==> config.mk <==
export PLATFORM = sky130hd
export DESIGN_NAME = cms_top
export DESIGN_NICKNAME = d
export VERILOG_FILES = /design/src/hdl/cms_sync.v /design/src/hdl/cms_top.v
export VERILOG_INCLUDE_DIRS = /design/src /design/src/hdl
export SDC_FILE = /design/constraint.sdc
export NUM_CORES = 1
export LEC_CHECK = 0
export BUFFER_PORTS_ARGS = -buffer_cell sky130_fd_sc_hd__buf_2
export CAP_MARGIN = 10
export CORE_MARGIN = 3
export CORE_UTILIZATION = 53
export CTS_CLUSTER_SIZE = 24
export DETAILED_ROUTE_END_ITERATION = 10
export PLACE_DENSITY = 0.76
export SETUP_SLACK_MARGIN = 0.02
export SYNTH_ARGS = -nofsm -noshare
export SYNTH_HDL_FRONTEND = slang
export SYNTH_SLANG_ARGS = --single-unit
==> constraint.sdc <==
create_clock -name clock -period 2.6 [get_ports clock]
set_input_delay 0.39 -clock clock [delete_from_list [all_inputs] [get_ports clock]]
set_output_delay 0.39 -clock clock [all_outputs]
set_load 0.02 [all_outputs]
==> src/hdl/cms_consts.vh <==
`ifndef CMS_CONSTS_VH
`define CMS_CONSTS_VH

// register indices; byte address is four times the index
`define CMS_IDX_STRETCH    8'h8e
`define CMS_IDX_DP0        8'h80
`define CMS_IDX_DP1        8'h81
`define CMS_IDX_CMD        8'h82
`define CMS_IDX_WDATA      8'h83
`define CMS_IDX_STATUS     8'h84
`define CMS_IDX_PORTCFG    8'h85
`define CMS_IDX_GPIO_OUT   8'h86
`define CMS_IDX_GPIO_OE    8'h87
`define CMS_IDX_GPIO_IN    8'h88
`define CMS_IDX_TIMER      8'h89
`define CMS_IDX_ICYCLES    8'h8a

// clock_and_stretch_control fields
`define CMS_CK_MD_LSB      0
`define CMS_CK_MD_MSB      2
`define CMS_CK_TFAST_BIT   3
`define CMS_CK_RESET       8'h01

// command fields
`define CMS_CMD_START_BIT  0
`define CMS_CMD_WRITE_BIT  1
`define CMS_CMD_PSEL_BIT   2
`define CMS_CMD_AINC_BIT   3

// status fields
`define CMS_ST_BUSY_BIT    0
`define CMS_ST_REFUSE_BIT  1
`define CMS_ST_PEND_BIT    2
`define CMS_ST_RDATA_LSB   8

// port configuration
`define CMS_PC_EXT_BIT     0
`define CMS_PC_RESET       1'b1

// timing counts in system clocks, except CMS_MD_OFFSET in instruction cycles
`define CMS_CLK_PER_ICYC   3'h4
`define CMS_TMR_SLOW       4'hc
`define CMS_TMR_FAST       4'h4
`define CMS_ALE_CLKS       5'h02
`define CMS_HOLD_CLKS      5'h01
`define CMS_STB_MIN        5'h02
`define CMS_MD_OFFSET      3'h2

`endif

==> src/hdl/cms_sync.v <==
`timescale 1ns/10ps
module cms_sync
#(
  parameter W = 16
)
(
  input  wire         clock,
  input  wire         rst,
  input  wire [W-1:0] din,
  output wire [W-1:0] dout
);

  reg [W-1:0] meta_ff;
  reg [W-1:0] sync_ff;

  // first stage feeds only the second
  always @(posedge clock)
  begin
    if (rst)
    begin
      meta_ff <= {W{1'b0}};
      sync_ff <= {W{1'b0}};
    end
    else
    begin
      meta_ff <= din;
      sync_ff <= meta_ff;
    end
  end

  assign dout = sync_ff;

endmodule

==> src/hdl/cms_top.v <==
// Behaviour
// - one instruction cycle lasts 4 system clocks, not 12.
// - the system clock is the oscillator itself, with no division inside.
// - the timer steps every 12 clocks by default, every 4 when the fast option is set.
// - an external data move takes the stretch field value plus two instruction cycles.
// - the read or write strobe lasts 2 clocks for code 0, else four times the code; default code is 1.
// - the 16-bit address goes out high byte on the second port, low byte on the first port.
// - the low address byte shares the first port with data and must be latched outside first.
// - a configuration bit selects external bus or general-purpose I/O for both ports.
// - two independent data pointers serve external data moves.
// - each operation gives the same results as the standard core; only timing differs.
//
// Chosen here: the Avalon-MM register port.
`timescale 1ns/10ps
`include "cms_consts.vh"
module cms_top
(
  input  wire        clock,
  input  wire        rst,
  input  wire [7:0]  avs_address,
  input  wire        avs_read,
  input  wire        avs_write,
  input  wire [31:0] avs_writedata,
  output wire [31:0] avs_readdata,
  output wire        avs_waitrequest,
  input  wire [7:0]  first_port_i,
  output wire [7:0]  first_port_o,
  output wire [7:0]  first_port_oe,
  input  wire [7:0]  second_port_i,
  output wire [7:0]  second_port_o,
  output wire [7:0]  second_port_oe,
  output wire        addr_latch,
  output wire        rd_strobe_n,
  output wire        wr_strobe_n
);

  localparam [4:0] ST_IDLE = 5'b00001;
  localparam [4:0] ST_ADDR = 5'b00010;
  localparam [4:0] ST_HOLD = 5'b00100;
  localparam [4:0] ST_STB  = 5'b01000;
  localparam [4:0] ST_TAIL = 5'b10000;

  ////////////////////////////////////////////////////////////////////////////
  // registers

  reg [7:0]  stretch_ctl_ff;
  reg [15:0] dp0_ff;
  reg [15:0] dp1_ff;
  reg [3:0]  cmd_ff;
  reg [7:0]  wdata_ff;
  reg        pend_ff;
  reg        refuse_ff;
  reg [7:0]  rdata_ff;
  reg        ext_mode_ff;
  reg [15:0] gpio_out_ff;
  reg [15:0] gpio_oe_ff;
  reg [1:0]  phase_ff;
  reg [15:0] icyc_ff;
  reg [3:0]  pre_ff;
  reg [15:0] timer_ff;
  reg [4:0]  state_ff;
  reg [4:0]  cnt_ff;
  reg [2:0]  md_lat_ff;
  reg [15:0] addr_ff;
  reg [31:0] readdata_ff;
  reg        wait_ff;
  reg        ale_ff;
  reg        rd_n_ff;
  reg        wr_n_ff;
  reg [7:0]  fp_o_ff;
  reg [7:0]  fp_oe_ff;
  reg [7:0]  sp_o_ff;
  reg [7:0]  sp_oe_ff;

  wire [15:0] pin_sync;

  cms_sync #(.W(16)) u_sync
  (
    .clock (clock),
    .rst   (rst),
    .din   ({second_port_i, first_port_i}),
    .dout  (pin_sync)
  );

  ////////////////////////////////////////////////////////////////////////////
  // bus slave: one answer per request, one cycle after it is accepted

  wire req      = (avs_read | avs_write) & wait_ff;
  wire busy     = ~state_ff[0] | pend_ff;
  wire cmd_hit  = (avs_address == `CMS_IDX_CMD);
  // a new command waits while the previous access is still running
  wire stall    = avs_write & cmd_hit & busy;
  wire acc      = req & ~stall;
  wire wr_acc   = acc & avs_write;
  wire [2:0] md = stretch_ctl_ff[`CMS_CK_MD_MSB:`CMS_CK_MD_LSB];

  reg [31:0] rd_mux;

  always @*
  begin
    rd_mux = 32'h0000_0000;
    if (avs_address == `CMS_IDX_STRETCH)
      rd_mux = {24'h00_0000, 4'h0, stretch_ctl_ff[3:0]};
    else if (avs_address == `CMS_IDX_DP0)
      rd_mux = {16'h0000, dp0_ff};
    else if (avs_address == `CMS_IDX_DP1)
      rd_mux = {16'h0000, dp1_ff};
    else if (avs_address == `CMS_IDX_CMD)
      rd_mux = {28'h000_0000, cmd_ff};
    else if (avs_address == `CMS_IDX_WDATA)
      rd_mux = {24'h00_0000, wdata_ff};
    else if (avs_address == `CMS_IDX_STATUS)
      rd_mux = {16'h0000, rdata_ff, 5'h00, pend_ff, refuse_ff, busy};
    else if (avs_address == `CMS_IDX_PORTCFG)
      rd_mux = {31'h0000_0000, ext_mode_ff};
    else if (avs_address == `CMS_IDX_GPIO_OUT)
      rd_mux = {16'h0000, gpio_out_ff};
    else if (avs_address == `CMS_IDX_GPIO_OE)
      rd_mux = {16'h0000, gpio_oe_ff};
    else if (avs_address == `CMS_IDX_GPIO_IN)
      rd_mux = {16'h0000, pin_sync};
    else if (avs_address == `CMS_IDX_TIMER)
      rd_mux = {16'h0000, timer_ff};
    else if (avs_address == `CMS_IDX_ICYCLES)
      rd_mux = {16'h0000, icyc_ff};
  end

  always @(posedge clock)
  begin
    if (rst)
    begin
      wait_ff     <= 1'b1;
      readdata_ff <= 32'h0000_0000;
    end
    else
    begin
      wait_ff <= ~acc;
      if (acc & avs_read)
        readdata_ff <= rd_mux;
    end
  end

  ////////////////////////////////////////////////////////////////////////////
  // instruction cycle phase and timer prescale

  always @(posedge clock)
  begin
    if (rst)
    begin
      phase_ff <= 2'h0;
      icyc_ff  <= 16'h0000;
      pre_ff   <= 4'h0;
      timer_ff <= 16'h0000;
    end
    else
    begin
      // system clock used directly, no divider ahead of the phase count
      phase_ff <= phase_ff + 2'h1;
      if (phase_ff == 2'h3)
        icyc_ff <= icyc_ff + 16'h0001;
      // a narrowed prescale limit restarts cleanly since the compare is >=
      if ({1'b0, pre_ff} + 5'h01 >=
          {1'b0, stretch_ctl_ff[`CMS_CK_TFAST_BIT] ? `CMS_TMR_FAST : `CMS_TMR_SLOW})
      begin
        pre_ff   <= 4'h0;
        timer_ff <= timer_ff + 16'h0001;
      end
      else
        pre_ff <= pre_ff + 4'h1;
    end
  end

  ////////////////////////////////////////////////////////////////////////////
  // register writes

  wire start_req = wr_acc & cmd_hit & avs_writedata[`CMS_CMD_START_BIT];
  wire launch    = state_ff[0] & pend_ff & (phase_ff == 2'h3);
  wire acc_done  = state_ff[4] & (cnt_ff == 5'h01);
  wire [15:0] sel_dp = cmd_ff[`CMS_CMD_PSEL_BIT] ? dp1_ff : dp0_ff;

  always @(posedge clock)
  begin
    if (rst)
    begin
      stretch_ctl_ff <= `CMS_CK_RESET;
      dp0_ff      <= 16'h0000;
      dp1_ff      <= 16'h0000;
      cmd_ff      <= 4'h0;
      wdata_ff    <= 8'h00;
      pend_ff     <= 1'b0;
      refuse_ff   <= 1'b0;
      ext_mode_ff <= `CMS_PC_RESET;
      gpio_out_ff <= 16'h0000;
      gpio_oe_ff  <= 16'h0000;
    end
    else
    begin
      if (wr_acc & (avs_address == `CMS_IDX_STRETCH))
        stretch_ctl_ff <= {4'h0, avs_writedata[3:0]};
      if (wr_acc & (avs_address == `CMS_IDX_WDATA))
        wdata_ff <= avs_writedata[7:0];
      if (wr_acc & (avs_address == `CMS_IDX_PORTCFG))
        ext_mode_ff <= avs_writedata[`CMS_PC_EXT_BIT];
      if (wr_acc & (avs_address == `CMS_IDX_GPIO_OUT))
        gpio_out_ff <= avs_writedata[15:0];
      if (wr_acc & (avs_address == `CMS_IDX_GPIO_OE))
        gpio_oe_ff <= avs_writedata[15:0];
      if (wr_acc & cmd_hit)
        cmd_ff <= avs_writedata[3:0];
      // a started move in port I/O mode is refused; set wins over clear
      if (start_req & ~ext_mode_ff)
        refuse_ff <= 1'b1;
      else if (wr_acc & (avs_address == `CMS_IDX_STATUS) & avs_writedata[`CMS_ST_REFUSE_BIT])
        refuse_ff <= 1'b0;
      if (start_req & ext_mode_ff)
        pend_ff <= 1'b1;
      else if (launch)
        pend_ff <= 1'b0;
      // pointers are independent; increment wraps at 16 bits as on the standard core
      if (acc_done & cmd_ff[`CMS_CMD_AINC_BIT] & ~cmd_ff[`CMS_CMD_PSEL_BIT])
        dp0_ff <= dp0_ff + 16'h0001;
      else if (wr_acc & (avs_address == `CMS_IDX_DP0))
        dp0_ff <= avs_writedata[15:0];
      if (acc_done & cmd_ff[`CMS_CMD_AINC_BIT] & cmd_ff[`CMS_CMD_PSEL_BIT])
        dp1_ff <= dp1_ff + 16'h0001;
      else if (wr_acc & (avs_address == `CMS_IDX_DP1))
        dp1_ff <= avs_writedata[15:0];
    end
  end

  ////////////////////////////////////////////////////////////////////////////
  // external access sequencer
  // total = 4*(md+2) clocks: address 2, hold 1, strobe, tail for the rest

  wire [4:0] stb_len = (md_lat_ff == 3'h0) ? `CMS_STB_MIN : {md_lat_ff, 2'b00};
  wire [5:0] tot_len = {({1'b0, md_lat_ff} + {1'b0, `CMS_MD_OFFSET}), 2'b00};
  wire [5:0] fixed   = {1'b0, `CMS_ALE_CLKS} + {1'b0, `CMS_HOLD_CLKS} + {1'b0, stb_len};
  wire [5:0] tail_w  = tot_len - fixed;

  reg [4:0] nxt_state;
  reg [4:0] nxt_cnt;

  always @*
  begin
    nxt_state = state_ff;
    nxt_cnt   = cnt_ff;
    case (state_ff)
      ST_IDLE:
      begin
        // moves start on an instruction cycle boundary
        if (launch)
        begin
          nxt_state = ST_ADDR;
          nxt_cnt   = `CMS_ALE_CLKS;
        end
      end
      ST_ADDR:
      begin
        nxt_cnt = cnt_ff - 5'h01;
        if (cnt_ff == 5'h01)
        begin
          nxt_state = ST_HOLD;
          nxt_cnt   = `CMS_HOLD_CLKS;
        end
      end
      ST_HOLD:
      begin
        nxt_state = ST_STB;
        nxt_cnt   = stb_len;
      end
      ST_STB:
      begin
        nxt_cnt = cnt_ff - 5'h01;
        if (cnt_ff == 5'h01)
        begin
          nxt_state = ST_TAIL;
          nxt_cnt   = tail_w[4:0];
        end
      end
      ST_TAIL:
      begin
        nxt_cnt = cnt_ff - 5'h01;
        if (cnt_ff == 5'h01)
          nxt_state = ST_IDLE;
      end
      default:
      begin
        nxt_state = ST_IDLE;
        nxt_cnt   = 5'h00;
      end
    endcase
  end

  always @(posedge clock)
  begin
    if (rst)
    begin
      state_ff  <= ST_IDLE;
      cnt_ff    <= 5'h00;
      md_lat_ff <= 3'h1;
      addr_ff   <= 16'h0000;
      rdata_ff  <= 8'h00;
    end
    else
    begin
      state_ff <= nxt_state;
      cnt_ff   <= nxt_cnt;
      if (launch)
      begin
        md_lat_ff <= md;
        addr_ff   <= sel_dp;
      end
      // the synchroniser lags two clocks, so this picks the pin value of the last strobe clock
      if (state_ff[4] & (cnt_ff == tail_w[4:0] - 5'h01) & ~cmd_ff[`CMS_CMD_WRITE_BIT])
        rdata_ff <= pin_sync[7:0];
    end
  end

  ////////////////////////////////////////////////////////////////////////////
  // pin drive, all registered

  reg        nxt_ale;
  reg        nxt_rd_n;
  reg        nxt_wr_n;
  reg [7:0]  nxt_fp_o;
  reg [7:0]  nxt_fp_oe;
  reg [7:0]  nxt_sp_o;
  reg [7:0]  nxt_sp_oe;

  always @*
  begin
    nxt_ale   = 1'b0;
    nxt_rd_n  = 1'b1;
    nxt_wr_n  = 1'b1;
    nxt_fp_o  = 8'h00;
    nxt_fp_oe = 8'h00;
    nxt_sp_o  = addr_ff[15:8];
    nxt_sp_oe = 8'hff;
    if (~ext_mode_ff)
    begin
      nxt_fp_o  = gpio_out_ff[7:0];
      nxt_fp_oe = gpio_oe_ff[7:0];
      nxt_sp_o  = gpio_out_ff[15:8];
      nxt_sp_oe = gpio_oe_ff[15:8];
    end
    else if (nxt_state[1] | nxt_state[2])
    begin
      nxt_ale   = nxt_state[1];
      nxt_fp_o  = launch ? sel_dp[7:0] : addr_ff[7:0];
      nxt_fp_oe = 8'hff;
      nxt_sp_o  = launch ? sel_dp[15:8] : addr_ff[15:8];
    end
    else if (nxt_state[3])
    begin
      // strobe only after the latch pulse has ended and the address held
      nxt_rd_n  = cmd_ff[`CMS_CMD_WRITE_BIT];
      nxt_wr_n  = ~cmd_ff[`CMS_CMD_WRITE_BIT];
      nxt_fp_o  = wdata_ff;
      nxt_fp_oe = {8{cmd_ff[`CMS_CMD_WRITE_BIT]}};
    end
  end

  always @(posedge clock)
  begin
    if (rst)
    begin
      ale_ff   <= 1'b0;
      rd_n_ff  <= 1'b1;
      wr_n_ff  <= 1'b1;
      fp_o_ff  <= 8'h00;
      fp_oe_ff <= 8'h00;
      sp_o_ff  <= 8'h00;
      sp_oe_ff <= 8'h00;
    end
    else
    begin
      ale_ff   <= nxt_ale;
      rd_n_ff  <= nxt_rd_n;
      wr_n_ff  <= nxt_wr_n;
      fp_o_ff  <= nxt_fp_o;
      fp_oe_ff <= nxt_fp_oe;
      sp_o_ff  <= nxt_sp_o;
      sp_oe_ff <= nxt_sp_oe;
    end
  end

  assign avs_readdata    = readdata_ff;
  assign avs_waitrequest = wait_ff;
  assign first_port_o    = fp_o_ff;
  assign first_port_oe   = fp_oe_ff;
  assign second_port_o   = sp_o_ff;
  assign second_port_oe  = sp_oe_ff;
  assign addr_latch      = ale_ff;
  assign rd_strobe_n     = rd_n_ff;
  assign wr_strobe_n     = wr_n_ff;

endmodule

# --- Word level (Yosys, flattened, before mapping) ---
# Index checks and enable logic that the tools add are counted.
classes:
  n_addsub: 12
  magnitude_cmp: 1
  n_eq_ne: 24
  n_mux: 43
  bitwise_logic: 38
  reduce_logical: 9
ops:
  columns: ["cell", "count"]
  rows:
  - ["$mux 16", 17]
  - ["$eq 8x8->1 const B", 12]
  - ["$mux 8", 11]
  - ["$add 16x1->16 const B", 4]
  - ["$pmux 5 s5", 2]
  - ["$mux 5", 8]
  - ["$and 1x1->1", 27]
  - ["$eq 5x1->1 const B", 2]
  - ["$sub 5x1->5 const B", 2]
  - ["$ne 2x2->1 const B", 4]
  - ["$not 1->1", 8]
  - ["$reduce_bool 2->1", 4]
  - ["$add 2x5->5 const A", 1]
  - ["$add 4x1->5 const B", 1]
  - ["$eq 5x2->1 const B", 1]
  - ["$eq 5x3->1 const B", 1]
  - ["$eq 5x4->1 const B", 1]
  - ["$eq 5x5->1", 1]
  - ["$eq 5x5->1 const B", 1]
  - ["$ge 5x4->1", 1]
  - ["$sub 5x5->5", 1]
  - ["$add 4x1->4 const B", 1]
  - ["$mux 1", 4]
  - ["$mux 4", 1]
  - ["9 further kinds", 11]
totals:
  regBits: 258
  wordCells: 158

# --- Longest topological paths before layout ---
# Gate-level depths: netlist of run 1.
depth:
  depth_word: 13
  depth_mapped: 11

# --- Hierarchy ---
# A second synthesis of run 1 with hierarchy kept.
unflattened:
  hier_cells: 1377
  hier_area_um2: 11619.9
by_module_without_submodules:
  columns: ["mod", "n_inst", "cells_each", "area_each_um2", "seq_area_each_um2"]
  rows:
  - ["cms_top", 1, 1310, 10756.6, 4204.0]
  - ["cms_sync", 1, 67, 863.3, 640.6]

# --- Worst setup path before layout of run 1 ---
# No wires, ideal clock.
synth_path:
  path_type: "register to register"
  startpoint: "register cnt_ff[0]"
  endpoint: "register dp0_ff[4]"
  arrival_time_ns: 2.307
  required_ns: 2.468
  path_slack_ns: 0.161
  stages_incl_launch_ff: 11
  n_path_buf: 4
  period_less_slack_ns: 2.439
  cell_sequence: "dfxtp_1 > ha_1 > or4b_4 > buf_6 > or3_1 > buf_6 > and2_1 > buf_2 > buf_2 > a22oi_1 > a21oi_1"
synth_via:
  elab_chain_cells: 5
  word_cells_on_any_way: 6
synth_rtl:
  columns: ["element", "line_no", "rtl"]
  rows:
  - ["from (decl)", "cms_top.v:62", "reg [4:0] cnt_ff;"]
  - ["from (signal assigned)", "cms_top.v:307", "cnt_ff <= nxt_cnt;"]
  - ["$eq 5x1->1 (*)", "cms_top.v:178", "wire acc_done = state_ff[4] & (cnt_ff == 5'h01);"]
  - ["$and 1x1->1 (*)", "cms_top.v:178", null]
  - ["$and 1x1->1 (*) (2 in series)", "cms_top.v:220", "if (acc_done & cmd_ff[`CMS_CMD_AINC_BIT] & ~cmd_ff[`CMS_CMD_PSEL_BIT])"]
  - ["$mux 16 or $reduce_bool 2->1 (tied branches)", null, null]
  - ["to (signal assigned)", "cms_top.v:221", "dp0_ff <= dp0_ff + 16'h0001;"]
  - ["to (signal assigned)", "cms_top.v:223", "dp0_ff <= avs_writedata[15:0];"]
  - ["to (decl)", "cms_top.v:47", "reg [15:0] dp0_ff;"]
# Mark *: on every way between the ends. The rest lies on a longest branch, timed or not.
# A chain may end at the register's enable or synchronous reset.

# --- Worst setup path after layout of run 1 ---
layout_path:
  startpoint: "register cnt_ff[1]"
  endpoint: "register dp0_ff[0]"
# Same word-level chain as after synthesis.

==> flow_summary_export.csv, run 1 <==
group,metric,value,unit
status,outcome,"completed",
final_layout,stdcell_count,1783,
clocking,htreeDepth,1,
clocking,cts_tree,"yes",
die,placementRows,53,
logic_synthesis,ys_types,69,
clocking,insertion_delay,0.53,ns
final_layout,drive_above_1_share,0.1572,
logic_synthesis,yosys-top-cells-area,"dfxtp_1, nor2_1, a21oi_1",
hold_path,holdPathStages,2,
clocking,clk_pin_slew,0.06,ns
die,start_util,0.5458,
sta,tns,0,ns
die,die-height,153.8,um
logic_synthesis,synth.most_common_cell,"dfxtp_1",
hold_path,min_path_type,"in2reg",
sta,fin_crit_sh,0.9620,
sta,setup_violations,0,
placed_design,portBuffers,95,
logic_synthesis,synth_cells,1402,
grt,grt_max_degree,108,
clocking,clockRootBuffer,"clkbuf_16",
logic_synthesis,netlist_top_cells_count,"dfxtp_1, nor2_1, nand2_1",
logic_synthesis,synth_top_area_frac,0.4183,
logic_synthesis,synth_top_family_by_area,"simple AND/OR/NAND/NOR gates",
clocking,clock_sinks,242,
logic_synthesis,synth_edf_count,0,
detailed_routing,route.detailed.drc,0,
logic_synthesis,ys_seq_elements,242,
logic_synthesis,avgSynthCellArea,8.261,um2
logic_synthesis,yosysSeqAreaShare,0.4183,
logic_synthesis,synth_compound_area_frac,0.1957,
grt,first_global_vias,10130,
logic_synthesis,synth_xor_area_frac,0.02647,
die,dieArea,0.02366,mm2
pwr,power_density,613.2,mW/mm2
worst_setup_path,max_stage_delay,0.52,ns
sta,finalHoldViolCount,0,
pwr,ir_worst_vdd,0.4817,mV
sta,fin_skew,0.01060,ns
detailed_routing,vias_per_cell,6.100,
worst_setup_path,arrival,2.90,ns
die,io_pins,128,
placed_design,gp_congestion,0.9738,
logic_synthesis,async_reset_ff_frac,0,
pwr,leakage,4.950,nW
placed_design,post-dp-hpwl,24790,um
logic_synthesis,synth-main-ff-cell,"dfxtp_1",
sta,drv_slew,0,
worst_setup_path,crit_family,"simple AND/OR/NAND/NOR gates",
worst_setup_path,cp_cell_sequence,"inv_1 > ha_1 > or4b_4 > or3_1 > and2_1 > buf_4 > a221oi_1 > nor2_1",
grt,grt_pass1_wl,54850,um
detailed_routing,vias,10880,
final_layout,area_delta_synth_final,15.99,%
placed_design,dp.cells,1737,
final_layout,diodes,0,
worst_setup_path,cp-start-kind,"register",
die,core,0.02122,mm2
logic_synthesis,synthAdderAreaFrac,0.01253,
clocking,cts_made_buffers,26,
detailed_routing,wl,34730,um
logic_synthesis,netlist_area,0.01158,mm2
worst_setup_path,critPathSlowestCell,"or4b_4",
detailed_routing,drtIter0Drc,1214,
clocking,cts_buffer_depth,3,
detailed_routing,postRouteAntennaNets,0,
detailed_routing,drt_pass1_iterations,5,
worst_setup_path,crit_buf_inv,2,
worst_setup_path,worst-setup-path-type,"reg2reg",
sta,rsz0062_at_grt,"true",
logic_synthesis,yosysTopAreaCell,"dfxtp_1",
worst_setup_path,r2r_setup_slack,0.1,ns
worst_setup_path,cp.required,3.00,ns
worst_setup_path,reg2reg_depth,8,
hold_path,holdPathEnd,"u_sync.meta_ff[14]",
grt,grt_util_all_layers,0.2824,
grt,grt.overflow.total,0,
grt,antenna_found_initial,0,
sta,max_freq,399.8,MHz
logic_synthesis,yosysWarnings,0,
final_layout,final_core_util,0.6331,
final_layout,final_nets,1561,
sta,final.min_clock_period,2.501,ns
die,die_w,153.8,um
worst_setup_path,cp-end-kind,"register",
hold_path,min_from,"second_port_i[6]",
sta,slew_headroom,0.4335,
worst_setup_path,r2r_end,"dp0_ff[0]",
logic_synthesis,synth-simple-area-share,0.2393,
logic_synthesis,synthMuxAreaShare,0.04915,
worst_setup_path,cp_max_fo,8,
detailed_routing,drt-wirelength-per-cell,19.48,um
flow_run,drv_cap,0,
worst_setup_path,rr_startpoint,"cnt_ff[1]",
worst_setup_path,cp_num_cells,8,
sta,tightest_slew,0.8498,ns
[sequential cells by signal (all words and copies together) (netlist names), 16 cells and up]
register	cells
u_sync.dout	16
u_sync.meta_ff	16
gpio_out_ff	16
avs_readdata	16
dp0_ff	16
timer_ff	16
icyc_ff	16
addr_ff	16
gpio_oe_ff	16
dp1_ff	16
[metrics by stage]
stage          setup WS [ns]  total power [mW]  hold WS (ns)  area (um2)
2_1_floorplan         0.1607             4.129        0.3992       11650
3_3_place_gp         0.01532             4.272        0.4093       12480
3_5_place_dp        0.009530             4.277        0.4132       12480
4_1_cts               0.1110             8.279       0.06113       13430
5_1_grt              0.01618             8.456       0.07681       13430
6_report             0.09869             8.238       0.07483       13430
[worst register-to-register path: cells and delay by family, from the launching register on]
family          cells  cell delay [ns]
buf+inv             2             0.30
compound gates      1             0.28
flops               1             0.31
simple gates        4             1.33
fa+ha+maj           1             0.16
[how the worst max path moves through the flow]
stage | startpoint | to | slack, ns
floorplan | cnt_ff[0] | dp0_ff[4] | 0.16
global placement | avs_address[5] | avs_readdata[1] | 0.02
detailed placement | avs_address[5] | avs_readdata[1] | 0.01
CTS | cnt_ff[1] | dp0_ff[0] | 0.11
global route | pre_ff[2] | timer_ff[11] | 0.02
finish | cnt_ff[1] | dp0_ff[0] | 0.1
[cell type report]
type / count / area, um2
Clock inverter: 12 / 191.4
Sequential cell: 242 / 4846
Inverter: 34 / 127.6
Fill cell: 1837 / 7786
Timing Repair Buffer: 164 / 1028
Tap cell: 275 / 344.1
Clock buffer: 34 / 752.0
Multi-Input combinational cell: 1022 / 6145
[metal layers]
metal | wire length (um) | GRT usage
met2 | 15530 | 0.4383
met1 | 14440 | 0.3915
met5 | 0 | 0
met3 | 3265 | 0.04672
met4 | 1493 | 0.1194
[layout by cell type, fill, tap and decap left out, types with 20 or more instances in the layout]
cell       netlist  routed
mux2i_1         49      49
nand3_1         37      37
nor2b_1         65      65
clkbuf_16        0      27
dfxtp_1        242     241
a211oi_1        27      27
nor3_1          36      35
a21oi_1         98      98
nor2_1         151     151
buf_4           16      66
xnor2_1         22      22
nand2_1        118     117
nand2b_1        27      27
buf_2            5      94
inv_1           34      34
o21ai_0         82      82
and3_1          20      20
[what timing repair did]
action | CTS | global route
endpoints found under the setup margin | 0 | 3
resized for setup | 0 | 2
buffers inserted | 0 | 0
hold buffers | 0 | 0
[logic make-up after synthesis]
group / after synthesis
XOR/XNOR: 35
buffers and inverters: 155
other: 2
AND/OR/NAND/NOR: 548
AO/OA/AOI/OAI: 354
adder cells (fa/ha/maj): 11
multiplexers: 55
flip-flops: 242
[report_power, final]
group          internal [mW]  switching, mW
registers               3.75         0.0276
logic                  0.138          0.289
clock network           2.52           1.51
No activity file was read; power rests on OpenSTA's default activity.
==> inputs of run 2 (changes only) <==
- CELL_PAD_IN_SITES_DETAIL_PLACEMENT: default -> 2
- CELL_PAD_IN_SITES_GLOBAL_PLACEMENT: default -> 2
- CORE_UTILIZATION: 53 -> 32
- HOLD_SLACK_MARGIN: default -> 0.08
==> run 2 against run 1 <==
Against the previous run:
- clock-buffer cell count up 8
- core utilization down 24 points
- highest routed layer unchanged
- flip-flop and latch count unchanged
- non-clock buffer count increased by 20
- register-to-register slack about the same
==> flow_summary_export.csv, run 2 (synthesis results as in run 1) <==
group,metric,value,unit
status,outcome,"completed",
detailed_routing,vias,11080,
final_layout,drive_above_1_share,0.1593,
final_layout,final_nets,1583,
worst_setup_path,critPathSlowestCell,"or4b_4",
worst_setup_path,cp-start-kind,"register",
clocking,clk_pin_slew,0.06,ns
die,placementRows,69,
hold_path,min_path_type,"in2reg",
grt,first_global_vias,11900,
placed_design,gp_congestion,0.8479,
placed_design,pre_cts_ws,-0.05622,ns
worst_setup_path,cp_cell_sequence,"inv_1 > ha_1 > or4b_4 > nor3_2 > and3_1 > a211oi_1 > a2111oi_0",
final_layout,diodes,0,
detailed_routing,drt_pass1_iterations,5,
detailed_routing,vias_per_cell,5.561,
sta,tightest_slew,0.8291,ns
grt,grt.overflow.total,0,
sta,setup_ws,0.1075,ns
placed_design,portBuffers,95,
pwr,power_density,596.5,mW/mm2
clocking,insertion_delay,0.55,ns
sta,fin_crit_sh,0.9587,
worst_setup_path,cp.required,3.03,ns
sta,setup_violations,0,
sta,final.min_clock_period,2.493,ns
grt,grt_use_met2,0.4062,
worst_setup_path,max_stage_delay,0.53,ns
final_layout,stdcell_count,1993,
worst_setup_path,crit_start,"cnt_ff[1]",
final_layout,most-common-layout-cells,"dfxtp_1, nor2_1, nand2_1",
die,core,0.03566,mm2
grt,grt_max_degree,81,
sta,drv_slew,0,
detailed_routing,wl,46230,um
sta,rsz0062_at_grt,"true",
grt,grt_util_all_layers,0.2353,
sta,finalHoldViolCount,0,
sta,fin_skew,0.01586,ns
clocking,cts_buffer_depth,3,
pwr,total_power,8.281,mW
clocking,htreeDepth,1,
die,io_pins,128,
clocking,clock_sinks,242,
die,die_w,196.3,um
worst_setup_path,rr_startpoint,"cnt_ff[1]",
detailed_routing,drt-wirelength-per-cell,23.20,um
placed_design,dp.cells,1929,
final_layout,area_delta_synth_final,19.86,%
pwr,ir_worst_vdd,0.4631,mV
die,start_util,0.3248,
flow_run,drv_cap,0,
final_layout,final_core_util,0.3893,
clocking,clockRootBuffer,"clkbuf_16",
die,die-height,196.3,um
clocking,cts_tree,"yes",
grt,antenna_found_initial,1,
worst_setup_path,crit_family,"simple AND/OR/NAND/NOR gates",
hold_path,min_from,"first_port_i[7]",
placed_design,post-dp-hpwl,33560,um
clocking,cts_made_buffers,28,
sta,max_freq,401.2,MHz
worst_setup_path,cp_max_fo,5,
final_layout,final_common_cell,"dfxtp_1",
grt,grt_pass1_wl,71620,um
grt,busiest_layer,"met2",
worst_setup_path,crit_buf_inv,1,
grt,grt.met1_usage,0.3141,
worst_setup_path,arrival,2.92,ns
pwr,leakage,5.067,nW
detailed_routing,route.detailed.drc,0,
worst_setup_path,cp-end-kind,"register",
die,dieArea,0.03851,mm2
worst_setup_path,worst-setup-path-type,"reg2reg",
detailed_routing,postRouteAntennaNets,0,
detailed_routing,drtIter0Drc,657,
clocking,cts_setup_buffers,0,
sta,hold_ws,0.1051,ns
sta,slew_headroom,0.4473,
grt,use_met3,0.02404,
[run 2: stage by stage]
stage	cell area, um2	setup TNS (ns)
after detailed placement	12790	-0.06124
after floorplan	11650	0
after global placement	12790	-0.02956
after global routing	13880	-0.03422
after CTS	13860	0
final	13880	0
[run 2: layer usage]
| metal | routed length [um] | vias up |
|---|---|---|
| li1 | - | 5146 |
| met1 | 20860 | 5595 |
| met2 | 22160 | 263 |
| met3 | 1781 | 80 |
| met4 | 1434 | 0 |
| met5 | 0 | - |
[run 2: power by group]
part	leakage, nW	total (mW)	internal, mW	switching [mW]
clock network	0.467	4.02	2.42	1.60
registers	1.96	3.79	3.75	0.0314
logic	2.64	0.479	0.156	0.322
[run 2: repair_timing]
action	CTS	global route
hold endpoints to repair	14	0
hold buffers	14	0
resized for setup	0	4
setup endpoints to repair	0	12
[run 2: cell type report]
| cell class | count | area (um2) |
|---|---|---|
| clock buffers | 42 | 844.6 |
| clock inverters | 8 | 90.09 |
| fillers | 4002 | 21770 |
| inverters | 34 | 127.6 |
| multi-input cells | 1022 | 6158 |
| flip-flops and latches | 242 | 4846 |
| well taps | 461 | 576.8 |
| repair buffers | 184 | 1239 |
[run 2: final timing paths]
path	to	cells after the start	slack [ns]
worst max-delay path	dp0_ff[10]	7	0.11
worst min-delay path	u_sync.meta_ff[7]	2	0.11
worst max register to register	dp0_ff[10]	7	0.11
worst min register to register	phase_ff[0]	1	0.42
==> inputs of run 3 (changes only) <==
- HOLD_SLACK_MARGIN: 0.08 -> 0.15
==> run 3 against run 2 <==
Against the previous run:
- clock power is essentially flat
- core utilization grew 0.31 points
- flip-flop and latch count did not move
- hold slack gained 0.092 ns
- combinational power rose by 3%
- non-clock buffer count increased by 11
- worst setup slack improved by 0.0064 ns
- die area unchanged
- register-to-register slack hardly changed
==> flow_summary_export.csv, run 3 (synthesis results as in run 1) <==
group,metric,value,unit
status,outcome,"completed",
hold_path,min_path_type,"in2reg",
die,start_util,0.3248,
worst_setup_path,max_stage_delay,0.53,ns
placed_design,post-dp-hpwl,33560,um
worst_setup_path,cp.required,3.03,ns
placed_design,dp.cells,1929,
die,core,0.03566,mm2
worst_setup_path,worst-setup-path-type,"reg2reg",
worst_setup_path,rr_startpoint,"cnt_ff[1]",
clocking,cts_setup_buffers,0,
die,placementRows,69,
final_layout,drive_above_1_share,0.1581,
sta,finalHoldViolCount,0,
clocking,clock_sinks,242,
detailed_routing,route.detailed.drc,0,
sta,rsz0062_at_grt,"true",
final_layout,final_common_cell,"dfxtp_1",
sta,drv_slew,0,
die,die_w,196.3,um
detailed_routing,drt_pass1_iterations,5,
sta,hold_ws,0.1971,ns
final_layout,area_delta_synth_final,20.81,%
grt,grt_max_degree,81,
pwr,leakage,5.113,nW
sta,max_freq,402.2,MHz
placed_design,portBuffers,95,
die,dieArea,0.03851,mm2
detailed_routing,drt-wirelength-per-cell,23.25,um
grt,grt_pass1_wl,72020,um
detailed_routing,postRouteAntennaNets,0,
final_layout,diodes,0,
sta,final.min_clock_period,2.486,ns
placed_design,gp_congestion,0.8479,
clocking,clockRootBuffer,"clkbuf_16",
grt,grt_util_all_layers,0.2369,
pwr,ir_worst_vdd,0.4616,mV
detailed_routing,wl,46590,um
worst_setup_path,setup.worst_path.end,"dp0_ff[10]",
worst_setup_path,r2r_end,"dp0_ff[10]",
clocking,insertion_delay,0.56,ns
sta,fin_skew,0.02038,ns
sta,fin_crit_sh,0.9562,
clocking,cts_tree,"yes",
pwr,total_power,8.315,mW
final_layout,stdcell_count,2004,
flow_run,drv_cap,0,
worst_setup_path,critPathSlowestCell,"or4b_4",
grt,antenna_found_initial,1,
clocking,cts_buffer_depth,3,
sta,slew_headroom,0.4465,
worst_setup_path,crit_start,"cnt_ff[1]",
sta,tightest_slew,0.8303,ns
final_layout,fillers,3995,
detailed_routing,drtIter0Drc,676,
sta,setup_violations,0,
worst_setup_path,r2r_setup_slack,0.11,ns
die,io_pins,128,
die,die-height,196.3,um
detailed_routing,vias_per_cell,5.556,
pwr,power_density,594.2,mW/mm2
clocking,cts_made_buffers,28,
final_layout,final_nets,1594,
worst_setup_path,cp-start-kind,"register",
grt,first_global_vias,11950,
final_layout,most-common-layout-cells,"dfxtp_1, nor2_1, nand2_1",
worst_setup_path,reg2reg_depth,7,
worst_setup_path,arrival,2.92,ns
worst_setup_path,cp_cell_sequence,"inv_1 > ha_1 > or4b_4 > nor3_2 > and3_1 > a211oi_1 > a2111oi_0",
clocking,clk_pin_slew,0.06,ns
worst_setup_path,cp-end-kind,"register",
detailed_routing,vias,11130,
worst_setup_path,cp_max_fo,5,
grt,grt.overflow.total,0,
clocking,htreeDepth,1,
run 3: critical path: cells and delay by family, from the launching register on:
family | cells | cell delay, ns
buffers and inverters | 1 | 0.10
DFF | 1 | 0.31
and+or+nand+nor | 3 | 1.29
adders and majority gates | 1 | 0.16
AOI/OAI and AO/OA | 2 | 0.50
run 3: final cells by class:
type / instances / area [um2] / share of cell area
inverter: 34 / 127.6 / 0.009121
tap: 461 / 576.8 / 0.04122
timing repair buffer: 195 / 1349 / 0.09640
sequential: 242 / 4846 / 0.3463
clock buffer: 42 / 844.6 / 0.06036
clock inverter: 8 / 90.09 / 0.006438
multi-input combinational: 1022 / 6158 / 0.4401
run 3: power breakdown:
part	internal, mW	switching, mW
Clock	2.42	1.62
Sequential	3.75	0.0322
Combinational	0.167	0.326
run 3: metal layers:
layer,global-route usage,vias to the layer above,share of wire
li1,-,5178,-
met1,0.3151,5627,0.45
met2,0.4109,257,0.48
met3,0.02353,72,0.037
met4,0.06522,0,0.029
met5,0,-,0
run 3: timing repair:
| action | CTS | global route |
|---|---|---|
| endpoints found under the setup margin | 0 | 12 |
| endpoints found under the hold margin | 29 | 0 |
| resized for setup | 0 | 4 |
| hold buffers | 25 | 0 |
run 3: stage by stage:
stage	setup TNS [ns]	area, um2	setup WS [ns]	utilization
6_report	0	13990	0.1139	0.3924
5_1_grt	-0.03422	13990	-0.03422	0.3924
4_1_cts	0	13970	0.02458	0.3919
3_5_place_dp	-0.06124	12790	-0.05622	0.3586
3_3_place_gp	-0.02956	12790	-0.02956	0.3586
2_1_floorplan	0	11650	0.1607	-
run 3: how the worst min path moves through the flow:
stage	from	end	cells past startpoint
global placement	phase_ff[0]	phase_ff[0]	1
global route	avs_writedata[4]	gpio_out_ff[4]	3
CTS	avs_write	avs_waitrequest	2
finish	avs_write	avs_waitrequest	2
floorplan	phase_ff[0]	phase_ff[0]	1
detailed placement	phase_ff[0]	phase_ff[0]	1
